<file path="config.mk">
export PLATFORM = sky130hd
export DESIGN_NAME = swr_rom_slave
export DESIGN_NICKNAME = d
export VERILOG_FILES = /design/src/verilog/swr_pkg.sv /design/src/verilog/swr_rom_slave.sv
export VERILOG_INCLUDE_DIRS = /design/src /design/src/verilog
export SDC_FILE = /design/constraint.sdc
export NUM_CORES = 1
export LEC_CHECK = 0
export CORE_ASPECT_RATIO = 1.25
export CORE_MARGIN = 5
export CORE_UTILIZATION = 41
export DETAILED_ROUTE_END_ITERATION = 16
export DONT_BUFFER_PORTS = 1
export GPL_ROUTABILITY_DRIVEN = 0
export PLACE_DENSITY_LB_ADDON = 0.1
export SLEW_MARGIN = 20
export SYNTH_ARGS = -nofsm -noshare
export SYNTH_HDL_FRONTEND = slang
export SYNTH_SLANG_ARGS = --single-unit
</file>
<file path="constraint.sdc">
create_clock -name clk -period 2.8 [get_ports clk]
set_input_delay 0.42 -clock clk [delete_from_list [all_inputs] [get_ports clk]]
set_output_delay 0.42 -clock clk [all_outputs]
set_load 0.05 [all_outputs]
</file>
<file path="src/verilog/swr_regs.svh">
// Timing figures and codes for the single-wire ROM slave.
// Assumes a 50 ns system clock; all times below are in nanoseconds.
`ifndef SWR_REGS_SVH
`define SWR_REGS_SVH

`define SWR_CLK_NS 50
`define SWR_CYC_UP(ns) (((ns) + `SWR_CLK_NS - 1) / `SWR_CLK_NS)

`define SWR_RESET_LOW_STD_NS 480000
`define SWR_RESET_LOW_OD_MAX_NS 80000
`define SWR_RESET_LOW_OD_MIN_NS 48000
`define SWR_PRES_HIGH_STD_NS 30000
`define SWR_PRES_HIGH_OD_NS 3000
`define SWR_PRES_LOW_STD_NS 120000
`define SWR_PRES_LOW_OD_NS 12000
`define SWR_WSAMP_STD_NS 30000
`define SWR_WSAMP_OD_NS 3000
`define SWR_RDRIVE_STD_NS 30000
`define SWR_RDRIVE_OD_NS 3000

`define SWR_CMD_READ 8'h33
`define SWR_CMD_SEARCH 8'hf0
`define SWR_CMD_SKIP 8'h3c
`define SWR_CRC_POLY 8'h8c
`define SWR_CMD_LAST_BIT 6'h07
`define SWR_ROM_LAST_BIT 6'h3f
`define SWR_CNT_MAX 16'hffff

`endif

</file>
<file path="src/verilog/swr_pkg.sv">
// Types shared by the single-wire ROM slave.
// Assumes nothing beyond a SystemVerilog compiler.
package swr_pkg;
  typedef enum logic [1:0] {
    SWR_M_DEAD = 2'b00,
    SWR_M_CMD = 2'b01,
    SWR_M_READ = 2'b10,
    SWR_M_SEARCH = 2'b11
  } swr_mode_e;

  typedef enum logic [1:0] {
    SWR_PH_IDLE = 2'b00,
    SWR_PH_LOW = 2'b01,
    SWR_PH_PWAIT = 2'b10,
    SWR_PH_PDRIVE = 2'b11
  } swr_phase_e;

  typedef struct packed {
    logic sync1;
    logic sync2;
    logic prev;
    logic oe;
    logic fast;
    swr_mode_e mode;
    swr_phase_e ph;
    logic [15:0] cnt;
    logic [5:0] bitn;
    logic [1:0] tri_pos;
    logic [7:0] cmd;
  } swr_state_s;
endpackage

</file>
<file path="src/verilog/swr_rom_slave.sv">
// Slave end of a single-wire open-drain bus returning a 64-bit registration number.
// Assumes an external pull-up and a testbench that resolves the wire from dq_oe.
//
// Summary of operation
// - Read command shifts out family code, serial number and check byte.
// - Search runs three slots per bit, least significant bit first.
// - Search slots one and two give true then inverted bit.
// - Third search slot: mismatching device drops out until reset.
// - Overdrive skip command sets the fast speed flag.
// - Reset low of standard minimum clears the fast speed flag.
// - In overdrive a short reset keeps the fast speed flag.
// - Standard timing unless fast; fast timing applies to all waveforms.
// - Master starts all slots; slave originates only presence.
// - After reset rise, wait presence delay then drive presence low.
// - One bit per slot; falling edge starts the slot timer.
// - Master allows recovery between slots.
// - Commands and data move least significant bit first.
// - Each low period is classed as slot or reset by length.
// - Read zero drives low for a timed period; read one never drives.
`timescale 1ns/1ps
`default_nettype none
`include "swr_regs.svh"

module swr_rom_slave #(
  parameter logic [7:0] FAMILY_CODE = 8'h5a, // Arbitrary value
  parameter logic [47:0] SERIAL_NUMBER = 48'h0123456789ab, // Arbitrary value
  parameter int unsigned STD_RST_CYC = `SWR_CYC_UP(`SWR_RESET_LOW_STD_NS)
)(
  input wire logic clk,
  input wire logic nrst,
  input wire logic ce,
  input wire logic dq_i,
  output var logic dq_o,
  output var logic dq_oe,
  output var logic fast_speed_flag
);
  import swr_pkg::*;

  function automatic logic [7:0] swr_crc8(input logic [55:0] d);
    logic [7:0] c;
    c = 8'h00;
    for (int i = 0; i < 56; i++) begin
      if (c[0] ^ d[i]) begin
        c = (c >> 1) ^ `SWR_CRC_POLY;
      end else begin
        c = c >> 1;
      end
    end
    return c;
  endfunction

  function automatic logic [15:0] swr_pick(input logic f, input logic [15:0] s,
    input logic [15:0] o);
    return f ? o : s;
  endfunction

  localparam logic [55:0] ROM_BODY = {SERIAL_NUMBER, FAMILY_CODE};
  // Bit 0 is the family code LSB, bit 63 the check byte MSB
  localparam logic [63:0] ROM = {swr_crc8(ROM_BODY), ROM_BODY};
  localparam logic [15:0] STD_RST = 16'(STD_RST_CYC);
  localparam logic [15:0] OD_RST_MIN = 16'(`SWR_CYC_UP(`SWR_RESET_LOW_OD_MIN_NS));
  localparam logic [15:0] OD_RST_MAX = 16'(`SWR_CYC_UP(`SWR_RESET_LOW_OD_MAX_NS));
  localparam logic [15:0] PDH_STD = 16'(`SWR_CYC_UP(`SWR_PRES_HIGH_STD_NS));
  localparam logic [15:0] PDH_OD = 16'(`SWR_CYC_UP(`SWR_PRES_HIGH_OD_NS));
  localparam logic [15:0] PDL_STD = 16'(`SWR_CYC_UP(`SWR_PRES_LOW_STD_NS));
  localparam logic [15:0] PDL_OD = 16'(`SWR_CYC_UP(`SWR_PRES_LOW_OD_NS));
  localparam logic [15:0] WS_STD = 16'(`SWR_CYC_UP(`SWR_WSAMP_STD_NS));
  localparam logic [15:0] WS_OD = 16'(`SWR_CYC_UP(`SWR_WSAMP_OD_NS));
  localparam logic [15:0] RD_STD = 16'(`SWR_CYC_UP(`SWR_RDRIVE_STD_NS));
  localparam logic [15:0] RD_OD = 16'(`SWR_CYC_UP(`SWR_RDRIVE_OD_NS));
  // Longest wait from a slot's edge to its sample point, for the checks below
  localparam int SLOT_SPAN = `SWR_CYC_UP(`SWR_WSAMP_STD_NS);

  swr_state_s st_reg;
  swr_state_s st_next;
  logic fell;
  logic rose;
  logic samp;
  logic cur;
  logic drive_zero;
  logic cmd_done;
  logic [7:0] cmd_word;

  // Edges are taken from the second synchroniser stage onward only
  assign fell = st_reg.prev && !st_reg.sync2;
  assign rose = !st_reg.prev && st_reg.sync2;
  assign cur = ROM[st_reg.bitn];
  // Slot timer sample point, fast or standard
  assign samp = st_reg.ph == SWR_PH_LOW && st_reg.cnt == swr_pick(st_reg.fast, WS_STD, WS_OD);
  assign cmd_word = {st_reg.sync2, st_reg.cmd[7:1]};
  assign cmd_done = samp && st_reg.mode == SWR_M_CMD && st_reg.bitn == `SWR_CMD_LAST_BIT;
  // True bit first, then its complement
  assign drive_zero = (st_reg.mode == SWR_M_READ && !cur) ||
                      (st_reg.mode == SWR_M_SEARCH && st_reg.tri_pos == 2'h0 && !cur) ||
                      (st_reg.mode == SWR_M_SEARCH && st_reg.tri_pos == 2'h1 && cur);

  always_comb begin
    st_next = st_reg;
    st_next.sync1 = dq_i;
    st_next.sync2 = st_reg.sync1;
    st_next.prev = st_reg.sync2;
    if (st_reg.cnt != `SWR_CNT_MAX) begin
      st_next.cnt = st_reg.cnt + 16'h0001;
    end
    unique case (st_reg.ph)
      SWR_PH_IDLE: begin
        if (fell) begin
          st_next.ph = SWR_PH_LOW;
          st_next.cnt = 16'h0000;
          st_next.oe = drive_zero;
        end
      end
      SWR_PH_LOW: begin
        if (st_reg.oe && st_reg.cnt == swr_pick(st_reg.fast, RD_STD, RD_OD)) begin
          st_next.oe = 1'b0;
        end
        if (samp) begin
          unique case (st_reg.mode)
            SWR_M_CMD: begin
              st_next.cmd = cmd_word;
              st_next.bitn = st_reg.bitn + 6'h01;
              if (cmd_done) begin
                st_next.bitn = 6'h00;
                st_next.tri_pos = 2'h0;
                if (cmd_word == `SWR_CMD_READ) begin
                  st_next.mode = SWR_M_READ;
                end else if (cmd_word == `SWR_CMD_SEARCH) begin
                  st_next.mode = SWR_M_SEARCH;
                end else if (cmd_word == `SWR_CMD_SKIP) begin
                  st_next.fast = 1'b1;
                  st_next.mode = SWR_M_DEAD;
                end else begin
                  st_next.mode = SWR_M_DEAD;
                end
              end
            end
            SWR_M_READ: begin
              st_next.bitn = st_reg.bitn + 6'h01;
              if (st_reg.bitn == `SWR_ROM_LAST_BIT) begin
                st_next.mode = SWR_M_DEAD;
              end
            end
            SWR_M_SEARCH: begin
              if (st_reg.tri_pos != 2'h2) begin
                st_next.tri_pos = st_reg.tri_pos + 2'h1;
              end else if (st_reg.sync2 != cur) begin
                st_next.mode = SWR_M_DEAD;
              end else begin
                st_next.tri_pos = 2'h0;
                st_next.bitn = st_reg.bitn + 6'h01;
                if (st_reg.bitn == `SWR_ROM_LAST_BIT) begin
                  st_next.mode = SWR_M_DEAD;
                end
              end
            end
            SWR_M_DEAD: begin
            end
          endcase
          // A short write-one is already over, so the slot ends at its sample point
          if (st_reg.sync2) begin
            st_next.ph = SWR_PH_IDLE;
          end
        end
        // Length of the low decides slot or reset a rise before the
        // sample point only ends the low while the slot timer keeps running
        if (rose && st_reg.cnt >= swr_pick(st_reg.fast, WS_STD, WS_OD)) begin
          st_next.oe = 1'b0;
          st_next.cnt = 16'h0000;
          if (st_reg.cnt >= STD_RST) begin
            st_next.fast = 1'b0;
            st_next.ph = SWR_PH_PWAIT;
          end else if (st_reg.fast && st_reg.cnt >= OD_RST_MIN) begin
            st_next.ph = SWR_PH_PWAIT;
          end else begin
            // Idle again once the line is high; the next edge is a new slot
            st_next.ph = SWR_PH_IDLE;
          end
        end
      end
      SWR_PH_PWAIT: begin
        if (st_reg.cnt == swr_pick(st_reg.fast, PDH_STD, PDH_OD)) begin
          st_next.ph = SWR_PH_PDRIVE;
          st_next.cnt = 16'h0000;
          st_next.oe = 1'b1;
        end
      end
      SWR_PH_PDRIVE: begin
        // Our own low is not a slot, so falling edges are not looked at here
        if (st_reg.cnt == swr_pick(st_reg.fast, PDL_STD, PDL_OD)) begin
          st_next.ph = SWR_PH_IDLE;
          st_next.oe = 1'b0;
          st_next.mode = SWR_M_CMD;
          st_next.bitn = 6'h00;
          st_next.tri_pos = 2'h0;
        end
      end
    endcase
  end

  always_ff @(posedge clk or negedge nrst) begin
    if (!nrst) begin
      st_reg <= '{sync1: 1'b1, sync2: 1'b1, prev: 1'b1, oe: 1'b0, fast: 1'b0,
                  mode: SWR_M_DEAD, ph: SWR_PH_IDLE, cnt: 16'h0000, bitn: 6'h00,
                  tri_pos: 2'h0, cmd: 8'h00};
    end else if (ce) begin
      st_reg <= st_next;
    end
  end

  // Open drain: the output level is always low, only the enable moves
  assign dq_o = 1'b0;
  assign dq_oe = st_reg.oe;
  assign fast_speed_flag = st_reg.fast;
endmodule
`default_nettype wire
</file>
## Word-level counts from Yosys, hierarchy flattened

Memory sizes are Yosys's and may differ from the RTL's.
Index checks and enable logic that the tools add are counted.
Widths: inputs -> output; s select.

- Memories: 1
- Word-level logic and storage cells: 120
- Memory bits (read-only): 64
- Input port bits: 4
- Register bits: 41

Memories:

| memory | depth | bits a word | read ports | clocked after memory_dff | write ports | line | text |
|---|---|---|---|---|---|---|---|
| (no name shown) | 64 | 1 | 1 | 0 | 0 | swr_rom_slave.sv:87 | `assign cur = ROM[st_reg.bitn];` |

- $add $sub $neg: 3
- Reduce and logical (&&, ||, !) cells: 28
- Multiplexer cells: 43
- Order comparisons: 4
- Eq/ne operators: 30

Operators by type and width:

| kind | number |
|---|---|
| $mux 18 | 3 |
| $pmux 16 s3 | 1 |
| $mux 16 | 2 |
| $mux 8 | 4 |
| $reduce_and 7->1 | 3 |
| $mux 2 | 10 |
| $pmux 6 s3 | 1 |
| $add 16x1->16 const B | 1 |
| $eq 16x10->1 | 1 |
| $eq 16x12->1 | 1 |
| $eq 8x6->1 const B | 2 |
| $ge 16x10->1 const B | 1 |
| $ge 16x14->1 const B | 1 |
| $ge 16x16->1 | 1 |
| $ne 16x16->1 const B | 1 |
| $pmux 8 s2 | 1 |
| $logic_and 1x1->1 | 13 |
| $mux 12 | 1 |
| $mux 1 | 10 |
| $mux 10 | 1 |
| $ne 2x2->1 const B | 5 |
| $ne 3x3->1 const B | 3 |
| $eq 2x2->1 const B | 4 |
| $eq 8x8->1 const B | 1 |
| 27 further kinds | 36 |

## Longest topological paths before layout

Gate-level depths: netlist (run 1).

- Word-level depth: 11
- Gate-level depth with buffers: 9
- Gate-level depth less buffers: 9

## Worst setup path before layout (run 1)

OpenSTA, ideal clock, no wires.

- Path type: register -> register
- From: reg st_reg (netlist bit fast_speed_flag)
- To: reg st_reg[32] in the netlist's numbering
- Path buffers: 1
- Data arrival time: 2,445 ps
- Cell stages (with the launch flop): 9
- Setup time: 127 ps
- Setup slack: 228 ps
- Cells stage by stage: dfrtp_1 ha_1 and3_1 and4_1 and2_2 buf_2 a211o_1 nand2_1 mux2_1

- Longest elaborated chain between the ends: 5

RTL lines:

| element | line | text |
|---|---|---|
| start: declaration | swr_rom_slave.sv:74 | `swr_state_s st_reg;` |
| start signal: assignment | swr_rom_slave.sv:202 | `st_reg <= '{sync1: 1'b1, sync2: 1'b1, prev: 1'b1, oe: 1'b0, fast: 1'b0,` |
| start signal: assignment | swr_rom_slave.sv:206 | `st_reg <= st_next;` |
| $mux 10 | swr_rom_slave.sv:54 | `return f ? o : s;` |
| $ge 16x16->1 / $eq 16x10->1 (equally long branches) | swr_rom_slave.sv:166, swr_rom_slave.sv:89, swr_rom_slave.sv:181 |  |
| $logic_and 1x1->1, on equally long branches | swr_rom_slave.sv:166, swr_rom_slave.sv:89 |  |
| $ne 3x2->1 (no line) / $mux 18 (equally long branches) | -- |  |
| $reduce_and 6->1 (no line) / $pmux 2 s4 (equally long branches) | -- |  |

Parallel ways exist; a longest one is shown, timed or not.
A chain may end at the register's enable or synchronous reset.

## Worst setup path in the final report (run 1)

- From: reg st_reg[10] in the netlist's numbering
- To: reg st_reg[10] in the netlist's numbering

- Longest elaborated chain between the ends: 6

RTL lines:

| element |
|---|
| parallel branches: the longest is 6 deep, another holds $mem_v2 64x1 |

Several ways; the timed one is not identified. The select of a mux whose other input is x is not followed.

==> qor.csv, run 1 <==
stage;metric;value;unit
cts;Num CTS Buffers;5;
sta;final critical delay including setup and external delays;2.53;ns
route;Via Count;2359;
sta;final critical-path share of the clock period;90.3;%
critical_path;dominant cell type by count on the critical path;inv_1;
global_route;number of antenna violations at the first check in global routing;0;
pwr;reported net switching power;0.424;mW
sta;slack of the critical path;0.270;ns
floorplanning;io pins;7;
sta;Slew Limit Fails;0;
global_route;wire length of the first global-routing pass;11800;um
logic_synthesis;most area-hungry cell type in the Yosys netlist;dfrtp_1;
sta;total count of hold-check failures in the final report;0;
logic_synthesis;sequential element share of the synthesized area;35.5;%
floorplanning;die outline height;103;um
pwr;total power per unit cell area;443;nW/um^2
critical_path;critical setup path kind;flip-flop to flip-flop;
cells_and_area;Ant. Diodes;0;
sta;unrepaired setup endpoints after global routing;no;
cells_and_area;total of fill cells in the finished design;680;
sta;upper clock frequency limit;395;MHz
pwr;power consumption;1.34;mW
floorplanning;die outline width;84.3;um
cts;H-tree level count;2;
logic_synthesis;post-synthesis instance total;321;
pwr;internal power summed over all cells;0.917;mW
cts;# Post-CTS Setup Buffers;0;
critical_path;crit start category;flip-flop;
place;instance count after placement with tap cells included;398;
sta;minimum hold slack;0.202;ns
sta;Worst Skew;0.0117;ns
route;final wirelength;6760;um
critical_path;Crit path buffers/inverters;2;
logic_synthesis;Synthesized Nets;337;
route;Wirelength per Cell;16.6;um
cts;clock tree from TritonCTS;done;
sta;Max transition margin;64.5;%
logic_synthesis;count of unique library cells instantiated by Yosys;70;
logic_synthesis;share of synthesized flip-flops with an asynchronous set or reset;100;%
floorplanning;Starting Density;42.6;%
place;HPWL Detailed;4890;um
sta;transition time at the pin with the least slew margin;0.528;ns
cells_and_area;layout overhead on the synthesized area;6.94;%
logic_synthesis;synth top area cells;dfrtp_1 (33%), ha_1 (5.3%), nand2_1 (5.0%);
cells_and_area;share of post-route cells with drive strength above 1;11.8;%
sta;setup TNS after final layout;0;ns
floorplanning;site row count;33;
route;number of design rule violations left after detail routing;0;
pwr;portion of total power attributed to the clock network;27.9;%
cts;clock-pin transition on the worst setup and hold timing paths;0.08;ns
floorplanning;Core Area;6650;um^2
outcome;result of the run;finished clean;
critical_path;largest fanout on the critical path;9;
route;Vias/cell;5.78;
cells_and_area;final net count;336;
pwr;proportion of power drawn by combinational gates;18.2;%
critical_path;series of cell instances along the critical path;inv_1 > ha_1 > inv_1 > mux2i_1 > o22ai_1 > o311a_1 > xnor2_4 > a21oi_2 > mux2_1;
route;number of nets with antenna violations after routing;0;
place;Worst Setup Slack post-DPL;0.218;ns
cts;largest buffer count on any clock path;2;
pwr;proportion of total power due to net switching;31.6;%
run;number of maximum-capacitance violations;0;
critical_path;kind of end point of the critical path;flip-flop;
logic_synthesis;netlist area before placement;2830;um^2
critical_path;crit-path leading delay family;compound AO/OA/AOI/OAI gates;
pwr;Lkg Pwr;1.35;nW
critical_path;cell with the largest stage delay on the worst path;dfrtp_1;
cts;Worst-Skew Late Latency;0.29;ns
pwr;sequential power share;53.9;%
global_route;total congestion overflow;0;
critical_path;data required time of the worst path;2.97;ns
cells_and_area;cell area after layout;3030;um^2
global_route;overall fraction of global-route tracks in use;17.0;%
floorplanning;die area;8670;um^2
logic_synthesis;register bit total from synthesis;40;
place;Port Buf Inserts;0;
pwr;Worst IR Drop VDD;0.000219;V
cts;root buffer cell;clkbuf_8;
cells_and_area;Largest register FFs;29;
cells_and_area;core occupancy in the finished layout;45.5;%
critical_path;arrival time of data at the critical path endpoint;2.70;ns
logic_synthesis;Avg Synthesized Cell Area;8.81;um^2
sta;Setup violations, final;0;
global_route;via count of the first global-routing pass;2409;
cts;Num Clock Sinks;40;
logic_synthesis;Yosys warning total;0;
route;initial DRC count;100;
min_path;type of the tightest min-delay check;input port to flip-flop;
place;standard cell area after detailed placement;2900;um^2
logic_synthesis;main flop type after synthesis;dfrtp_1;
logic_synthesis;area share of the leading cell type in the synthesized netlist;32.7;%
critical_path;maximum cell stage delay along the critical path;0.50;ns
logic_synthesis;count of flip-flops with a built-in enable after synthesis;0;
route;First-pass DRT Iterations;4;
cells_and_area;Post-Layout Cell Count;408;
global_route;largest net degree at the start of global routing;41;
## logic make-up after synthesis
family | share of synthesized area (%)
other cells | 0.133
mux | 6.55
simple gates | 24.5
xor+xnor | 1.81
compound gates | 21.5
flops | 35.5
buf+inv | 4.69
fa+ha+maj | 5.31
## routing by layer
layer / wire length, um / track usage [%] / vias to the layer above
met2: 3500 / 30.8 / 38
met1: 2880 / 20.0 / 1131
met5: 0 / 0 / -
met3: 193 / 2.72 / 17
li1: - / - / 1173
met4: 191 / 7.30 / 0
## synth_stat cells (4+ instances only)
library cell,n
dfrtp_1,37
nor2_1,24
and3_1,8
a31oi_1,5
mux2i_1,5
nand2_1,38
inv_1,14
a22o_1,4
o21ai_1,11
nand3_1,20
and4_1,4
buf_2,7
mux2_2,10
a21oi_1,17
o21ai_0,6
ha_1,12
nor3_1,8
clkbuf_1,6
nand2b_1,7
a211o_1,5
## timing repair
action,4_1_cts,5_1_grt
resized for setup,0,1
hold endpoints to repair,40,0
hold buffers,2,0
setup endpoints to repair,0,1
## layout by cell type (no fill, tap or decap), types with 7 or more instances in the layout
cell	count
nand2_1	38
dfrtp_1	37
nor2_1	24
nand3_1	20
a21oi_1	17
inv_1	14
ha_1	12
o21ai_1	11
mux2_2	10
nor3_1	8
and3_1	8
nand2b_1	7
## worst paths after layout
| kind | slack, ns | end | start | cells past startpoint |
|---|---|---|---|---|
| setup / recovery | 0.27 | st_reg[10] | st_reg[10] | 9 |
| setup reg to reg | 0.27 | st_reg[10] | st_reg[10] | 9 |
| hold / removal | 0.20 | st_reg[26] | ce | 1 |
| min in group asynchronous | 0.61 | st_reg[34] | nrst | 2 |
| hold reg to reg | 0.52 | st_reg[16] | st_reg[16] | 1 |
| max in group asynchronous | 1.93 | cmd_word[7] | nrst | 2 |
## final cells by class
class	instances	area [um^2]	area share, %
flip-flops and latches	40	1000	33.2
clock buffers	7	76.3	2.52
well taps	87	109	3.60
inverters	14	52.6	1.74
clock inverters	1	5.00	0.165
repair buffers	8	75.1	2.48
multi-input cells	251	1700	56.3
## power groups by stage
| stage | logic, mW | registers [mW] | clock network, mW |
|---|---|---|---|
| final | 0.244 | 0.723 | 0.374 |
| after floorplan | 0.206 | 0.696 | 0 |
| after CTS | 0.246 | 0.721 | 0.393 |
| after detailed placement | 0.229 | 0.729 | 0 |
| after global routing | 0.288 | 0.738 | 0.425 |
| after global placement | 0.223 | 0.730 | 0 |
(Power assumes the default switching activity.)
==> run 2, diff against run 1 <==
GPL_ROUTABILITY_DRIVEN = 1   (was 0)
PLACE_DENSITY = 0.59   (was not set)
PLACE_DENSITY_LB_ADDON = not set   (was 0.1)
==> qor.csv, run 2 (synthesis gave the netlist of run 1 again) <==
stage;metric;value;unit;change
outcome;result of the run;finished clean;;
cts;Worst-Skew Late Latency;0.30;ns;about the same
floorplanning;die area;8670;um^2;unchanged
place;Port Buf Inserts;0;;unchanged
pwr;Lkg Pwr;1.37;nW;+1.2%
pwr;sequential power share;48.2;%;-5.7 points
floorplanning;Core Area;6650;um^2;unchanged
pwr;Worst IR Drop VDD;0.000310;V;+42%
sta;final critical-path share of the clock period;92.6;%;+2.3 points
cts;H-tree level count;2;;unchanged
floorplanning;die outline height;103;um;unchanged
critical_path;r2r startpoint;st_reg[10];;
pwr;proportion of power drawn by combinational gates;16.9;%;-1.3 points
run;number of maximum-capacitance violations;0;;unchanged
critical_path;Crit path buffers/inverters;2;;unchanged
critical_path;dominant cell type by count on the critical path;inv_1;;
cts;Num CTS Buffers;5;;unchanged
sta;total count of hold-check failures in the final report;0;;unchanged
cts;clock-pin transition on the worst setup and hold timing paths;0.09;ns;about the same
critical_path;r2r endpoint;st_reg[10];;
critical_path;end point of the critical path;st_reg[10];;
global_route;total congestion overflow;0;;unchanged
sta;Setup violations, final;0;;unchanged
critical_path;maximum cell stage delay along the critical path;0.50;ns;about the same
critical_path;crit-path leading delay family;compound AO/OA/AOI/OAI gates;;
critical_path;data required time of the worst path;2.98;ns;about the same
critical_path;largest fanout on the critical path;9;;unchanged
sta;unrepaired setup endpoints after global routing;no;;
critical_path;worst setup path startpoint;st_reg[10];;
route;Via Count;2336;;-0.97%
pwr;internal power summed over all cells;1.03;mW;+13%
floorplanning;Starting Density;42.6;%;unchanged
sta;setup TNS after final layout;0;ns;unchanged
cts;Num Clock Sinks;40;;unchanged
cts;clock tree from TritonCTS;done;;
sta;upper clock frequency limit;386;MHz;-2.5%
floorplanning;die outline width;84.3;um;unchanged
critical_path;arrival time of data at the critical path endpoint;2.77;ns;+0.07 ns
global_route;overall fraction of global-route tracks in use;16.0;%;-0.98 points
route;final wirelength;6560;um;-3.0%
critical_path;number of cells on the worst reg-to-reg path;9;;unchanged
min_path;type of the tightest min-delay check;input port to flip-flop;;
route;Wirelength per Cell;16.1;um;-3.0%
sta;transition time at the pin with the least slew margin;0.559;ns;+0.0307 ns
sta;final critical delay including setup and external delays;2.59;ns;+0.0636 ns
place;HPWL Detailed;4630;um;-5.5%
critical_path;logic depth of the worst setup path including buffers;9;;unchanged
cts;# Post-CTS Setup Buffers;0;;unchanged
cells_and_area;final net count;336;;unchanged
cells_and_area;share of post-route cells with drive strength above 1;12.5;%;+0.62 points
cells_and_area;total of fill cells in the finished design;645;;-5.1%
route;number of nets with antenna violations after routing;0;;unchanged
route;initial DRC count;103;;+3.0%
route;number of design rule violations left after detail routing;0;;unchanged
critical_path;series of cell instances along the critical path;inv_1 > ha_1 > inv_1 > mux2i_1 > o22ai_1 > o311a_1 > xnor2_2 > a21oi_2 > mux2_1;;
place;routability-driven placement congestion ratio;0.845;;
route;First-pass DRT Iterations;4;;unchanged
global_route;via count of the first global-routing pass;2290;;-4.9%
pwr;power consumption;1.49;mW;+11%
pwr;reported net switching power;0.451;mW;+6.3%
cells_and_area;layout overhead on the synthesized area;7.96;%;
critical_path;cell with the largest stage delay on the worst path;dfrtp_1;;
cells_and_area;most frequent standard cell in the layout excluding fill and tap cells;nand2_1;;
cells_and_area;Largest register FFs;29;;unchanged
cts;largest buffer count on any clock path;2;;unchanged
critical_path;critical setup path kind;flip-flop to flip-flop;;
floorplanning;io pins;7;;unchanged
pwr;portion of total power attributed to the clock network;34.8;%;+6.9 points
global_route;number of antenna violations at the first check in global routing;0;;unchanged
critical_path;kind of end point of the critical path;flip-flop;;
sta;Worst Skew;0.0136;ns;+0.00189 ns
global_route;wire length of the first global-routing pass;11300;um;-4.2%
pwr;proportion of total power due to net switching;30.4;%;-1.3 points
floorplanning;site row count;33;;unchanged
cells_and_area;Ant. Diodes;0;;unchanged
route;Vias/cell;5.73;;-0.97%
cells_and_area;top library cells by usage in the layout, fill and taps aside;nand2_1 (38), dfrtp_1 (37), nor2_1 (24);;
critical_path;reg-to-reg slack, setup;0.21;ns;-0.06 ns
pwr;total power per unit cell area;486;nW/um^2;+9.7%
cts;root buffer cell;clkbuf_8;;
global_route;largest net degree at the start of global routing;41;;unchanged
critical_path;crit start category;flip-flop;;
sta;Max transition margin;62.6;%;-1.9 points
sta;Slew Limit Fails;0;;unchanged
[run 2: changes by cell type in the layout (fill, tap and decap cells not counted), sizes merged]
cell / delta
clkbuf: -1
bufinv: +1
[run 2: what timing repair did]
item	in CTS	in global routing
hold buffers	2	0
gates resized for setup	0	0
hold endpoints to repair	40	0
[run 2: how the worst min path moves through the flow]
stage / startpoint / to / slack, ns / cells past startpoint
3_5_place_dp: nrst / st_reg[10] / 0.13 / 0
5_1_grt: ce / st_reg[22] / 0.18 / 1
2_1_floorplan: nrst / cmd_word[0] / 0.12 / 0
3_3_place_gp: nrst / st_reg[11] / 0.13 / 0
4_1_cts: ce / st_reg[24] / 0.18 / 1
6_report: ce / st_reg[22] / 0.19 / 1
[run 2: power groups by stage]
stage / clock network (mW) / registers, mW / logic, mW
after detailed placement: 0 / 0.725 / 0.236
after global routing: 0.556 / 0.727 / 0.293
after CTS: 0.536 / 0.714 / 0.254
final: 0.518 / 0.716 / 0.252
after floorplan: 0 / 0.696 / 0.206
after global placement: 0 / 0.726 / 0.230
[run 2: worst reg2reg max path, cell delays in order (launching register included)]
cell and delay [ns]:
dfrtp_1 0.50, inv_1 0.14, ha_1 0.34, inv_1 0.05
mux2i_1 0.13, o22ai_1 0.09, o311a_1 0.39, xnor2_2 0.39
a21oi_2 0.13, mux2_1 0.32
[run 2: layer usage]
| metal | GRT usage [%] | vias to the layer above | part of all wire [%] |
|---|---|---|---|
| met1 | 19.1 | 1121 | 44 |
| met3 | 2.80 | 7 | 2.7 |
| met4 | 4.70 | 0 | 1.4 |
| met2 | 29.6 | 35 | 52 |
| li1 | - | 1173 | - |
| met5 | 0 | - | 0 |
[run 2: area by class of cell]
class / instances / area (um^2) / area share [%]
inverters: 14 / 52.6 / 1.72
clock inverters: 2 / 38.8 / 1.27
well taps: 87 / 109 / 3.56
clock buffers: 6 / 82.6 / 2.70
repair buffers: 8 / 75.1 / 2.46
flip-flops and latches: 40 / 1000 / 32.9
multi-input cells: 251 / 1690 / 55.4
[run 2: per-stage QoR]
stage / setup WS, ns / hold WS, ns / instance area [um^2] / instances / utilization, %
final: 0.207 / 0.195 / 3050 / 408 / 45.9
after global routing: 0.00606 / 0.177 / 3050 / 408 / 45.9
after CTS: 0.197 / 0.179 / 3050 / 408 / 45.9
after detailed placement: 0.212 / 0.126 / 2900 / 398 / 43.7
after global placement: 0.275 / 0.126 / 2900 / 398 / 43.7
after floorplan: 0.228 / 0.124 / 2830 / 321 / -
==> run 3, diff against run 2 <==
--- a/config.mk
+++ b/config.mk
@@ -7,4 +7,6 @@
 export NUM_CORES = 1
 export LEC_CHECK = 0
+export CELL_PAD_IN_SITES_DETAIL_PLACEMENT = 0
+export CELL_PAD_IN_SITES_GLOBAL_PLACEMENT = 1
 export CORE_ASPECT_RATIO = 1.25
 export CORE_MARGIN = 5
@@ -13,5 +15,5 @@
 export DONT_BUFFER_PORTS = 1
 export GPL_ROUTABILITY_DRIVEN = 1
-export PLACE_DENSITY = 0.59
+export PLACE_DENSITY = 0.72
 export SLEW_MARGIN = 20
 export SYNTH_ARGS = -nofsm -noshare
==> constraint.sdc (replaced) <==
create_clock -name clk -period 2.8 [get_ports clk]
set_input_delay 0.28 -clock clk [delete_from_list [all_inputs] [get_ports clk]]
set_output_delay 0.28 -clock clk [all_outputs]
set_load 0.05 [all_outputs]
==> qor.csv, run 3 (synthesis gave the netlist of run 1 again) <==
stage;metric;value;unit;change
outcome;result of the run;finished clean;;
critical_path;r2r endpoint;st_reg[14];;
pwr;sequential power share;48.4;%;+0.2 points
pwr;total power per unit cell area;488;nW/um^2;+0.29%
cells_and_area;total of fill cells in the finished design;648;;+0.47%
sta;total count of hold-check failures in the final report;0;;unchanged
route;final wirelength;6850;um;+4.4%
route;number of nets with antenna violations after routing;0;;unchanged
floorplanning;die outline height;103;um;unchanged
cells_and_area;Largest register FFs;29;;unchanged
critical_path;arrival time of data at the critical path endpoint;2.73;ns;-0.04 ns
cts;clock-pin transition on the worst setup and hold timing paths;0.09;ns;about the same
route;Via Count;2375;;+1.7%
route;number of design rule violations left after detail routing;0;;unchanged
critical_path;reg-to-reg slack, setup;0.27;ns;+0.06 ns
sta;Setup violations, final;0;;unchanged
place;Port Buf Inserts;0;;unchanged
place;standard cell area after detailed placement;2900;um^2;-0.26%
critical_path;crit start category;flip-flop;;
global_route;total congestion overflow;0;;unchanged
floorplanning;Core Area;6650;um^2;unchanged
sta;Worst Skew;0.0123;ns;-0.00122 ns
critical_path;r2r startpoint;st_reg[10];;
route;Wirelength per Cell;16.8;um;+4.6%
critical_path;kind of end point of the critical path;flip-flop;;
cells_and_area;Post-Layout Cell Count;407;;-0.25%
cells_and_area;cell area after layout;3070;um^2;+0.53%
cells_and_area;core occupancy in the finished layout;46.2;%;+0.24 points
critical_path;critical setup path kind;flip-flop to flip-flop;;
critical_path;end point of the critical path;st_reg[14];;
sta;Max transition margin;64.9;%;+2.2 points
global_route;largest net degree at the start of global routing;41;;unchanged
cts;Num Clock Sinks;40;;unchanged
pwr;proportion of power drawn by combinational gates;16.6;%;-0.3 points
cts;root buffer cell;clkbuf_8;;
cts;Num CTS Buffers;5;;unchanged
floorplanning;site row count;33;;unchanged
pwr;portion of total power attributed to the clock network;35.0;%;+0.2 points
floorplanning;io pins;7;;unchanged
global_route;wire length of the first global-routing pass;11700;um;+3.2%
floorplanning;die area;8670;um^2;unchanged
sta;unrepaired setup endpoints after global routing;no;;
sta;final critical delay including setup and external delays;2.53;ns;-0.0626 ns
place;HPWL Detailed;4880;um;+5.5%
floorplanning;Starting Density;42.6;%;unchanged
pwr;reported net switching power;0.441;mW;-2.3%
critical_path;data required time of the worst path;3.00;ns;+0.02 ns
sta;transition time at the pin with the least slew margin;0.525;ns;-0.0335 ns
cts;largest buffer count on any clock path;2;;unchanged
floorplanning;die outline width;84.3;um;unchanged
cts;Worst-Skew Late Latency;0.30;ns;about the same
pwr;proportion of total power due to net switching;29.4;%;-0.94 points
global_route;number of antenna violations at the first check in global routing;0;;unchanged
global_route;overall fraction of global-route tracks in use;16.8;%;+0.75 points
place;instance count after placement with tap cells included;397;;-0.25%
pwr;Worst IR Drop VDD;0.000349;V;+13%
cts;clock tree from TritonCTS;done;;
place;routability-driven placement congestion ratio;0.791;;-6.4%
route;First-pass DRT Iterations;4;;unchanged
cells_and_area;top library cells by usage in the layout, fill and taps aside;nand2_1 (38), dfrtp_1 (37), nor2_1 (24);;
cells_and_area;share of post-route cells with drive strength above 1;12.2;%;-0.27 points
global_route;via count of the first global-routing pass;2361;;+3.1%
critical_path;number of cells on the worst reg-to-reg path;9;;unchanged
route;Vias/cell;5.84;;+1.9%
cells_and_area;Ant. Diodes;0;;unchanged
pwr;power consumption;1.50;mW;+0.82%
pwr;internal power summed over all cells;1.06;mW;+2.2%
run;number of maximum-capacitance violations;0;;unchanged
sta;final critical-path share of the clock period;90.4;%;-2.2 points
cts;H-tree level count;2;;unchanged
critical_path;worst setup path startpoint;st_reg[10];;
cts;# Post-CTS Setup Buffers;0;;unchanged
critical_path;largest fanout on the critical path;9;;unchanged
sta;upper clock frequency limit;395;MHz;+2.5%
sta;setup TNS after final layout;0;ns;unchanged
cells_and_area;most frequent standard cell in the layout excluding fill and tap cells;nand2_1;;
cells_and_area;final net count;335;;-0.30%
sta;Slew Limit Fails;0;;unchanged
cells_and_area;layout overhead on the synthesized area;8.54;%;
pwr;Lkg Pwr;1.37;nW;+0.20%
route;initial DRC count;150;;+46%
min_path;type of the tightest min-delay check;input port to flip-flop;;
==> run 3: changes by cell type in the layout (fill, tap and decap cells not counted), sizes merged <==
cell	before	now
clkbuf	6	7
buf	7	6
clkinv	1	0
==> run 3: per-stage QoR <==
step,hold WS [ns],worst slack [ns]
2_1_floorplan,-0.0156,0.228
3_3_place_gp,-0.0127,0.280
3_5_place_dp,-0.0127,0.220
4_1_cts,0.0448,0.211
5_1_grt,0.0381,0.0638
6_report,0.0563,0.269
==> run 3: timing repair <==
action	CTS	global route
endpoints found under the setup margin	0	5
hold buffers	2	0
hold endpoints to repair	40	0
resized for setup	0	1
==> run 3: worst max-delay path: stages (launching register included) <==
cell	delay (ns)
dfrtp_1	0.51
inv_1	0.14
ha_1	0.33
inv_1	0.05
mux2i_1	0.12
o22ai_1	0.08
o311a_1	0.42
xnor2_4	0.21
a221o_1	0.34
a22o_1	0.22
==> run 3: layer usage <==
metal | up-vias | track usage [%] | share of wire, %
met1 | 1137 | 20.6 | 45
met5 | - | 0 | 0
met3 | 11 | 2.80 | 3.4
li1 | 1174 | - | -
met2 | 53 | 29.7 | 49
met4 | 0 | 6.31 | 2.0
==> run 3: worst min-delay path by stage <==
stage / startpoint / end / slack, ns / cells after the start
4_1_cts: ce / st_reg[26] / 0.04 / 1
3_3_place_gp: nrst / st_reg[31] / -0.01 / 0
5_1_grt: ce / st_reg[26] / 0.04 / 1
2_1_floorplan: nrst / cmd_word[0] / -0.02 / 0
3_5_place_dp: nrst / cmd_word[3] / -0.01 / 0
6_report: ce / st_reg[26] / 0.06 / 1
==> run 3: power groups by stage <==
stage	registers (mW)	logic (mW)	clock network, mW
floorplan	0.696	0.206	0
global placement	0.734	0.225	0
detailed placement	0.735	0.229	0
CTS	0.724	0.250	0.544
global route	0.737	0.292	0.575
finish	0.725	0.249	0.524
==> run 3: area by class of cell <==
cell class | count | area (um^2) | share of cell area, %
Timing Repair Buffer | 7 | 75.1 | 2.44
Clock inverter | 1 | 30.0 | 0.978
Tap cell | 87 | 109 | 3.55
Inverter | 14 | 52.6 | 1.71
Clock buffer | 7 | 96.3 | 3.14
Multi-Input combinational cell | 251 | 1700 | 55.5
Sequential cell | 40 | 1000 | 32.7
